## config.mk

```make
export PLATFORM = sky130hd
export DESIGN_NAME = can_receive_buffer_router
export DESIGN_NICKNAME = d
export VERILOG_FILES = /design/src/can_rx_pkg.sv /design/src/id_filter_match.sv /design/src/byte_fifo.sv /design/src/can_receive_buffer_router.sv
export SDC_FILE = /design/constraint.sdc
export NUM_CORES = 1
export LEC_CHECK = 0
export BUFFER_PORTS_ARGS = -buffer_cell sky130_fd_sc_hd__buf_2
export CAP_MARGIN = 30
export CORE_AREA = 2 2 201 301
export CTS_CLUSTER_SIZE = 40
export DETAILED_ROUTE_END_ITERATION = 8
export DIE_AREA = 0 0 203 303
export GPL_ROUTABILITY_DRIVEN = 0
export PLACE_DENSITY = 0.62
export SYNTH_ARGS = -nofsm -noshare
export SYNTH_HDL_FRONTEND = slang
export SYNTH_HIERARCHICAL = 1
export SYNTH_SLANG_ARGS = --single-unit
```

## constraint.sdc

```tcl
create_clock -name mclk -period 3.28 [get_ports mclk]
set_input_delay 0.492 -clock mclk [delete_from_list [all_inputs] [get_ports mclk]]
set_output_delay 0.492 -clock mclk [all_outputs]
set_load 0.01 [all_outputs]
```

## src/can_rx_pkg.sv

```systemverilog
// shared constants and types for the receive buffer router
package can_rx_pkg;

    // ------------------------------------------------------------
    // message shape
    // ------------------------------------------------------------
    localparam int ID_W      = 29;
    localparam int STD_W     = 11;
    localparam int MSG_BYTES = 13;
    localparam int FILTERS   = 6;
    localparam int PRI_FILTS = 2;
    localparam int BYTE_W    = 8;
    localparam int FIFO_D    = 32;

    localparam logic [3:0] LAST_BYTE = 4'hC;
    localparam logic [3:0] IDX_ZERO  = 4'h0;
    localparam logic [3:0] IDX_ONE   = 4'h1;

    // standard identifiers sit in the top eleven identifier bits
    localparam logic [ID_W-1:0] STD_CARE =
        {{STD_W{1'b1}}, {(ID_W-STD_W){1'b0}}};

    // ------------------------------------------------------------
    // receive modes and codes
    // ------------------------------------------------------------
    localparam logic [1:0] MODE_ALL = 2'h3;

    localparam logic [2:0] HIT_F0 = 3'h0;
    localparam logic [2:0] HIT_F1 = 3'h1;

    localparam logic [3:0] STAT_NONE      = 4'h0;
    localparam logic [3:0] STAT_PRIMARY   = 4'hC;
    localparam logic [3:0] STAT_SECONDARY = 4'hE;

    typedef enum logic [1:0] {
        ST_IDLE = 2'b00,
        ST_MOVE = 2'b01,
        ST_DONE = 2'b11
    } move_state_t;

endpackage

```

## src/id_filter_match.sv

```systemverilog
// one acceptance filter compared against a received identifier
`timescale 1ns/10ps
module id_filter_match
    import can_rx_pkg::*;
#(
    parameter int W = ID_W
) (
    // filter setup
    input  wire logic [W-1:0] mask,
    input  wire logic [W-1:0] filt,
    input  wire logic         filt_ext,
    // message under test
    input  wire logic [W-1:0] msg_id,
    input  wire logic         msg_ext,
    // result
    output      logic         hit
);
    logic [W-1:0] care;

    always_comb begin
        care = msg_ext ? {W{1'b1}} : STD_CARE[W-1:0];
        hit  = (filt_ext == msg_ext) &&
               ((((filt ^ msg_id) & mask) & care) == '0);
    end
endmodule

```

## src/byte_fifo.sv

```systemverilog
// first-in first-out buffer with valid/ready on both sides
`timescale 1ns/10ps
module byte_fifo #(
    parameter int W = 8,
    parameter int D = 32
) (
    // clock and reset
    input  wire logic         mclk,
    input  wire logic         rst,
    // fill side
    input  wire logic         in_valid,
    output      logic         in_ready,
    input  wire logic [W-1:0] in_data,
    // drain side
    output      logic         out_valid,
    input  wire logic         out_ready,
    output      logic [W-1:0] out_data
);
    localparam int AW = $clog2(D);

    typedef struct packed {
        logic [AW:0] wptr;
        logic [AW:0] rptr;
    } fifo_state_t;

    fifo_state_t  cur;
    fifo_state_t  next_cur;
    logic [W-1:0] mem [D];
    logic         push;

    always_comb begin
        out_valid = cur.wptr != cur.rptr;
        in_ready  = (cur.wptr[AW-1:0] != cur.rptr[AW-1:0]) ||
                    (cur.wptr[AW] == cur.rptr[AW]);
        out_data  = mem[cur.rptr[AW-1:0]];
        push      = in_valid && in_ready;
        next_cur  = cur;
        if (push) begin
            next_cur.wptr = cur.wptr + 1'b1;
        end
        if (out_valid && out_ready) begin
            next_cur.rptr = cur.rptr + 1'b1;
        end
    end

    always_ff @(posedge mclk) begin
        if (rst) begin
            cur <= '0;
        end else begin
            cur <= next_cur;
        end
    end

    always_ff @(posedge mclk) begin
        if (push) begin
            mem[cur.wptr[AW-1:0]] <= in_data;
        end
    end
endmodule

```

## src/can_receive_buffer_router.sv

```systemverilog
// receive buffer routing, flags, buffer-full pins and start-of-frame
`timescale 1ns/10ps
module can_receive_buffer_router
    import can_rx_pkg::*;
(
    // clock and reset
    input  wire logic                          mclk,
    input  wire logic                          rst,
    // assembly buffer bytes from the protocol engine
    input  wire logic                          asm_valid,
    output      logic                          asm_ready,
    input  wire logic [BYTE_W-1:0]             asm_data,
    // end of assembled frame
    input  wire logic                          frame_end,
    output      logic                          frame_ready,
    input  wire logic [ID_W-1:0]               msg_id,
    input  wire logic                          msg_ext,
    input  wire logic                          msg_rtr,
    input  wire logic                          frame_err,
    input  wire logic [3:0]                    frame_len,
    // masks, filters and buffer setup
    input  wire logic [ID_W-1:0]               mask_primary,
    input  wire logic [ID_W-1:0]               mask_secondary,
    input  wire logic [FILTERS-1:0][ID_W-1:0]  filter_id,
    input  wire logic [FILTERS-1:0]            extended_id_select,
    input  wire logic [1:0]                    rx_mode_primary,
    input  wire logic [1:0]                    rx_mode_secondary,
    input  wire logic                          rollover_enable,
    // flag control from the host
    input  wire logic [1:0]                    rx_irq_enable,
    input  wire logic [1:0]                    clr_full,
    input  wire logic [1:0]                    clr_overflow,
    // host read of the receive buffers
    input  wire logic                          rd_sel,
    input  wire logic [3:0]                    rd_idx,
    output      logic [BYTE_W-1:0]             rd_data,
    // status
    output      logic [1:0]                    rx_full_flag,
    output      logic                          primary_overflow_flag,
    output      logic                          secondary_overflow_flag,
    output      logic [3:0]                    primary_ctrl_low,
    output      logic [3:0]                    secondary_ctrl_low,
    output      logic [3:0]                    controller_status_low,
    output      logic                          irq_n,
    // buffer full pins
    input  wire logic [1:0]                    pin_function_enable,
    input  wire logic [1:0]                    pin_irq_mode,
    input  wire logic [1:0]                    pin_output_level,
    output      logic [1:0]                    buffer_full_pin_out,
    output      logic [1:0]                    buffer_full_pin_oe_n,
    // start of frame
    input  wire logic                          bus_rx_line,
    input  wire logic                          bus_idle,
    input  wire logic                          sample_tick,
    input  wire logic                          sof_enable,
    output      logic                          sof_pulse
);

    // ------------------------------------------------------------
    // state
    // ------------------------------------------------------------
    typedef struct packed {
        move_state_t       st;
        logic [3:0]        idx;
        logic [3:0]        len;
        logic              load;
        logic              sel;
        logic [2:0]        code;
        logic              rtr;
        logic [1:0]        full;
        logic [1:0]        ovr;
        logic              hit0;
        logic [2:0]        hit1;
        logic [1:0]        rtr_flag;
        logic [3:0]        stat;
        logic [BYTE_W-1:0] rd_data;
        logic              rx_s1;
        logic              rx_s2;
        logic              rx_s3;
        logic              sof_armed;
        logic              sof_pulse;
    } router_state_t;

    router_state_t     cur;
    router_state_t     next_cur;
    logic [BYTE_W-1:0] mem [2][MSG_BYTES];

    logic [FILTERS-1:0] hits;
    logic               fifo_valid;
    logic               fifo_ready;
    logic [BYTE_W-1:0]  fifo_data;
    logic               take;
    logic               acc0;
    logic               acc1;
    logic [2:0]         code0;
    logic [2:0]         code1;
    logic [1:0]         set_full;
    logic [1:0]         set_ovr;
    logic               need_byte;
    logic               wr_en;
    logic [BYTE_W-1:0]  wr_data;
    logic               fall;

    // ------------------------------------------------------------
    // assembly byte buffer
    // ------------------------------------------------------------
    // the drain side only pops while moving a frame, so the engine
    // sees back-pressure on asm_ready only once the FIFO_D-deep buffer fills
    byte_fifo #(
        .W (BYTE_W),
        .D (FIFO_D)
    ) u_fifo (
        .mclk      (mclk),
        .rst       (rst),
        .in_valid  (asm_valid),
        .in_ready  (asm_ready),
        .in_data   (asm_data),
        .out_valid (fifo_valid),
        .out_ready (fifo_ready),
        .out_data  (fifo_data)
    );

    // ------------------------------------------------------------
    // acceptance filters
    // ------------------------------------------------------------
    for (genvar i = 0; i < FILTERS; i++) begin : g_filt
        id_filter_match #(
            .W (ID_W)
        ) u_match (
            .mask     ((i < PRI_FILTS) ? mask_primary : mask_secondary),
            .filt     (filter_id[i]),
            .filt_ext (extended_id_select[i]),
            .msg_id   (msg_id),
            .msg_ext  (msg_ext),
            .hit      (hits[i])
        );
    end

    // ------------------------------------------------------------
    // routing decision
    // ------------------------------------------------------------
    always_comb begin
        code0 = hits[0] ? HIT_F0 : HIT_F1;
        // descending scan: the lowest set filter is written last
        code1 = 3'h2;
        for (int k = FILTERS - 1; k >= PRI_FILTS; k--) begin
            if (hits[k]) begin
                code1 = 3'(k);
            end
        end
        // modes 01 and 10 fall back to plain filtering
        acc0 = (rx_mode_primary == MODE_ALL) ||
               (!frame_err && (|hits[PRI_FILTS-1:0]));
        acc1 = (rx_mode_secondary == MODE_ALL) ||
               (!frame_err && (|hits[FILTERS-1:PRI_FILTS]));
    end

    // ------------------------------------------------------------
    // sequencing and flags
    // ------------------------------------------------------------
    always_comb begin
        next_cur   = cur;
        take       = frame_end && (cur.st == ST_IDLE);
        set_full   = 2'h0;
        set_ovr    = 2'h0;
        need_byte  = cur.idx < cur.len;
        fifo_ready = (cur.st == ST_MOVE) && need_byte;
        wr_en      = (cur.st == ST_MOVE) && cur.load &&
                     (!need_byte || fifo_valid);
        wr_data    = need_byte ? fifo_data : '0;
        fall       = cur.rx_s3 && !cur.rx_s2;

        case (cur.st)
            ST_IDLE: begin
                if (take) begin
                    next_cur.st   = ST_MOVE;
                    next_cur.idx  = IDX_ZERO;
                    next_cur.len  = (frame_len > LAST_BYTE) ?
                                    LAST_BYTE + IDX_ONE : frame_len;
                    next_cur.rtr  = msg_rtr;
                    next_cur.load = 1'b0;
                    // primary is tried first, then secondary
                    if (acc0) begin
                        if (!cur.full[0]) begin
                            next_cur.load = 1'b1;
                            next_cur.sel  = 1'b0;
                            next_cur.code = code0;
                        end else if (rollover_enable) begin
                            if (!cur.full[1]) begin
                                next_cur.load = 1'b1;
                                next_cur.sel  = 1'b1;
                                next_cur.code = code0;
                            end else begin
                                set_ovr[1] = 1'b1;
                            end
                        end else begin
                            set_ovr[0] = 1'b1;
                        end
                    end else if (acc1) begin
                        if (!cur.full[1]) begin
                            next_cur.load = 1'b1;
                            next_cur.sel  = 1'b1;
                            next_cur.code = code1;
                        end else begin
                            set_ovr[1] = 1'b1;
                        end
                    end
                end
            end
            ST_MOVE: begin
                // rejected frames are still drained, just not stored
                if (!need_byte || fifo_valid) begin
                    next_cur.idx = cur.idx + IDX_ONE;
                    if (cur.idx == LAST_BYTE) begin
                        next_cur.st = ST_DONE;
                    end
                end
            end
            ST_DONE: begin
                next_cur.st = ST_IDLE;
                if (cur.load) begin
                    set_full[cur.sel] = 1'b1;
                    if (cur.sel) begin
                        next_cur.hit1        = cur.code;
                        next_cur.rtr_flag[1] = cur.rtr;
                        next_cur.stat        = STAT_SECONDARY;
                    end else begin
                        next_cur.hit0        = cur.code[0];
                        next_cur.rtr_flag[0] = cur.rtr;
                        next_cur.stat        = STAT_PRIMARY;
                    end
                end
            end
            default: begin
                next_cur.st = ST_IDLE;
            end
        endcase

        // a set in the same cycle as the host's clear wins
        next_cur.full = (cur.full & ~clr_full) | set_full;
        next_cur.ovr  = (cur.ovr & ~clr_overflow) | set_ovr;

        next_cur.rd_data = (rd_idx <= LAST_BYTE) ?
                           mem[rd_sel][rd_idx] : '0;

        // start of frame: glitches shorter than the sample point drop
        next_cur.rx_s1     = bus_rx_line;
        next_cur.rx_s2     = cur.rx_s1;
        next_cur.rx_s3     = cur.rx_s2;
        next_cur.sof_pulse = cur.sof_armed && sample_tick &&
                             !cur.rx_s2;
        if (sof_enable && bus_idle && fall) begin
            next_cur.sof_armed = 1'b1;
        end else if (cur.sof_armed && (cur.rx_s2 || sample_tick)) begin
            next_cur.sof_armed = 1'b0;
        end
    end

    always_ff @(posedge mclk) begin
        if (rst) begin
            cur       <= '0;
            cur.st    <= ST_IDLE;
            cur.stat  <= STAT_NONE;
            cur.rx_s1 <= 1'b1;
            cur.rx_s2 <= 1'b1;
            cur.rx_s3 <= 1'b1;
        end else begin
            cur <= next_cur;
        end
    end

    always_ff @(posedge mclk) begin
        if (wr_en) begin
            mem[cur.sel][cur.idx] <= wr_data;
        end
    end

    // ------------------------------------------------------------
    // outputs
    // ------------------------------------------------------------
    always_comb begin
        frame_ready             = cur.st == ST_IDLE;
        rd_data                 = cur.rd_data;
        rx_full_flag            = cur.full;
        primary_overflow_flag   = cur.ovr[0];
        secondary_overflow_flag = cur.ovr[1];
        primary_ctrl_low        = {cur.rtr_flag[0], rollover_enable,
                                   rollover_enable, cur.hit0};
        secondary_ctrl_low      = {cur.rtr_flag[1], cur.hit1};
        controller_status_low   = cur.stat;
        irq_n                   = ~|(cur.full & rx_irq_enable);
        sof_pulse               = cur.sof_pulse;
        for (int b = 0; b < 2; b++) begin
            buffer_full_pin_oe_n[b] = !pin_function_enable[b];
            buffer_full_pin_out[b]  = pin_irq_mode[b] ?
                                      !cur.full[b] :
                                      pin_output_level[b];
        end
    end
endmodule

```

==> insert_results.sql <==
INSERT INTO impl_metrics (metric_group, metric, value, unit) VALUES
('sta', 'timing.max_slew.rel_slack', '0.3846', ''),
('sta', 'fmax', '341.8', 'MHz'),
('global_routing', 'grt_use_met2', '0.3458', ''),
('sta', 'maxSlewViolCount', '0', ''),
('global_routing', 'grt_use_met3', '0.06251', ''),
('routing', 'detailedRoute.firstIterationViolations', '1193', ''),
('clock_network', 'cts_resized', '0', ''),
('routing', 'number_of_vias_per_cell_after_detailed_routing', '5.336', ''),
('routing', 'remaining_drc_errors', '0', ''),
('placement', 'preCtsSetupSlack', '66.44', 'ps'),
('floorplanning', 'die-width', '203', 'um'),
('clock_network', 'maximum_root_to_sink_buffer_count', '3', ''),
('yosys', 'synthesis.yosys.warnings', '6', ''),
('global_routing', 'grt_use_met1', '0.2514', ''),
('setup_path', 'setup.worst_path.end_class', 'register', ''),
('yosys', 'synth.ff_latch_count', '522', ''),
('yosys', 'synthTopCellsByCount', 'edfxtp_1 (464), xor2_1 (181), nor2_1 (95)', ''),
('placement', 'buffer_ports.inserted', '342', ''),
('clock_network', 'h_tree_level_count', '2', ''),
('sta', 'min_period_over_period', '0.8920', ''),
('power_and_ir_drop', 'p_per_area', '507.9', 'nW/um2'),
('yosys', 'synth_nets', '1824', ''),
('outcome', 'run_status', 'finished, final reports clean', ''),
('clock_network', 'cts-root-buf', 'clkbuf_16', ''),
('power_and_ir_drop', 'design_power_total', '14.13', 'mW'),
('yosys', 'synth.avg_cell_area', '15.56', 'um2'),
('sta', 'clock_skew', '21.85', 'ps'),
('yosys', 'top_area_cells_in_the_synthesized_netlist', 'edfxtp_1 (60%), mux4_2 (7.7%), xor2_1 (6.8%)', ''),
('flow_run', 'maxCapViolations', '0', ''),
('yosys', 'synth_enable_flop_cells', '464', ''),
('yosys', 'synth.distinct_cells', '64', ''),
('clock_network', 'cts_setup_buffers', '0', ''),
('routing', 'detail_route.wl_per_cell', '23.18', 'um'),
('yosys', 'synthDominantAreaCellType', 'edfxtp_1', ''),
('sta', 'finalHoldViolations', '0', ''),
('floorplanning', 'fp.dieH', '303', 'um'),
('worst_hold_path', 'hold_path_startpoint', 'bus_rx_line', ''),
('worst_hold_path', 'min_path_type', 'in2reg', ''),
('yosys', 'mappedNetlistArea', '23340', 'um2'),
('floorplanning', 'rows', '109', ''),
('global_routing', 'globalRoute.busiestLayer', 'met2', ''),
('yosys', 'post-synth-top-count-cell', 'edfxtp_1', ''),
('yosys', 'top_area_cell_type_share_of_the_netlist_area', '0.5970', ''),
('sta', 'timing.final.ws_setup', '354.2', 'ps'),
('global_routing', 'grt_first_pass_wirelength', '93700', 'um'),
('clock_network', 'tritoncts_num_sinks', '522', ''),
('placement', 'placed_instance_count', '2628', ''),
('clock_network', 'postCtsHoldBufs', '0', ''),
('sta', 'finalCriticalPeriod', '2926', 'ps'),
('yosys', 'async_reset_ff_frac', '0', ''),
('routing', 'final_antenna_net_count', '0', ''),
('sta', 'report.final.setup_viol', '0', ''),
('clock_network', 'clk_pin_slew', '70', 'ps'),
('floorplanning', 'ioPinCount', '344', ''),
('floorplanning', 'floorplan.die_area', '61510', 'um2'),
('global_routing', 'grt_start_max_net_pins', '65', ''),
('yosys', 'seq_area_frac_synth', '0.6468', ''),
('global_routing', 'track_usage', '0.2048', ''),
('setup_path', 'worstRegToRegCells', '5', ''),
('setup_path', 'minimum_setup_slack_among_reg_to_reg_paths', '350', 'ps'),
('clock_network', 'cts-buffers-inserted', '48', ''),
('clock_network', 'clock_latency_at_the_later_pin_of_the_worst_skew_pair', '570', 'ps'),
('yosys', 'synth_top_flop_cell', 'edfxtp_1', ''),
('finish', 'drive_above_1_share', '0.3352', ''),
('sta', 'setup_repair_after_global_routing_missed_its_margin', 'false', ''),
('floorplanning', 'placeableCoreArea', '58780', 'um2'),
('sta', 'setup_total_negative_slack', '0', 'ps'),
('setup_path', 'timing_worst_setup_path_type', 'reg2reg', ''),
('worst_hold_path', 'hold_path_depth', '2', ''),
('setup_path', 'critical_path_peak_fanout', '26', ''),
('finish', 'fin_cells', '2731', '');
-- cells by family after synthesis --
logic type | share of synthesized area
flip-flops | 0.6468
AND/OR/NAND/NOR | 0.05388
AO/OA/AOI/OAI | 0.07195
multiplexers | 0.1268
XOR/XNOR | 0.06980
buffers and inverters | 0.02423
adder cells (fa/ha/maj) | 0.006433
other | 0.0001607
-- where the power goes --
group | internal (mW) | total [mW] | switching [mW]
Sequential | 7.35 | 7.38 | 0.0286
Clock | 3.07 | 5.42 | 2.35
Combinational | 0.522 | 1.33 | 0.804
-- sequential cells by signal (all words and copies together) (netlist names), named ones only --
signal                   count
secondary_overflow_flag      1
u_fifo/cur                  12
cur                         20
mem                        208
sof_pulse                    1
secondary_ctrl_low           4
controller_status_low        2
primary_ctrl_low             2
u_fifo/mem                 256
rx_full_flag                 2
rd_data                      8
primary_overflow_flag        1
-- metal layers --
| metal | vias up | wire (um) |
|---|---|---|
| li1 | 6673 | - |
| met1 | 7208 | 25120 |
| met2 | 534 | 31080 |
| met3 | 137 | 5124 |
| met4 | 20 | 1855 |
| met5 | - | 129 |
-- critical path, cell delays in order, from the launching register on --
cell and delay, ps:
dfxtp_4 530, buf_12 220, mux4_2 520, mux4_2 510, mux2_2 290, and2_1 440
-- layout make-up --
type | count | area (um2)
Fill cell | 5102 | 30970
Sequential cell | 522 | 15100
Multi-Input combinational cell | 878 | 7679
Timing Repair Buffer | 429 | 2417
Clock buffer | 61 | 1271
Tap cell | 777 | 972.2
Clock inverter | 27 | 251.5
Inverter | 22 | 82.58
Antenna cell | 15 | 37.54
-- cells in the final DEF, fill, tap and decap left out, drive strengths merged, types with 3 or more instances in the layout --
master	n
a211oi	31
a21oi	34
a222oi	12
a22oi	73
and2	10
buf	429
bufinv	4
clkbuf	61
clkinv	15
clkinvlp	4
dfxtp	58
diode	15
edfxtp	464
ha	12
inv	26
mux2	53
mux2i	56
mux4	80
nand2	42
nand2b	9
nand3	22
nand4	17
nor2	95
nor2b	24
nor3	13
nor4	3
o21ai	20
o22a	6
o22ai	32
o32a	8
or2	7
xnor2	5
xor2	181
-- per-stage QoR --
stage | cell area (um2) | hold slack, ps
after floorplan | 23340 | 389.5
after global placement | 26240 | 402.1
after detailed placement | 26250 | 394.5
after CTS | 27770 | 84.83
after global routing | 27790 | 101.0
final | 27810 | 118.9
-- worst paths after layout --
check                                             to
worst min-delay path               cur[4]$_SDFF_PP1_
worst max register to register  mem[0][21]$_DFFE_PP_
worst max-delay path            mem[0][21]$_DFFE_PP_
worst min register to register     cur[3]$_SDFF_PP1_
(Power assumes the default switching activity.)
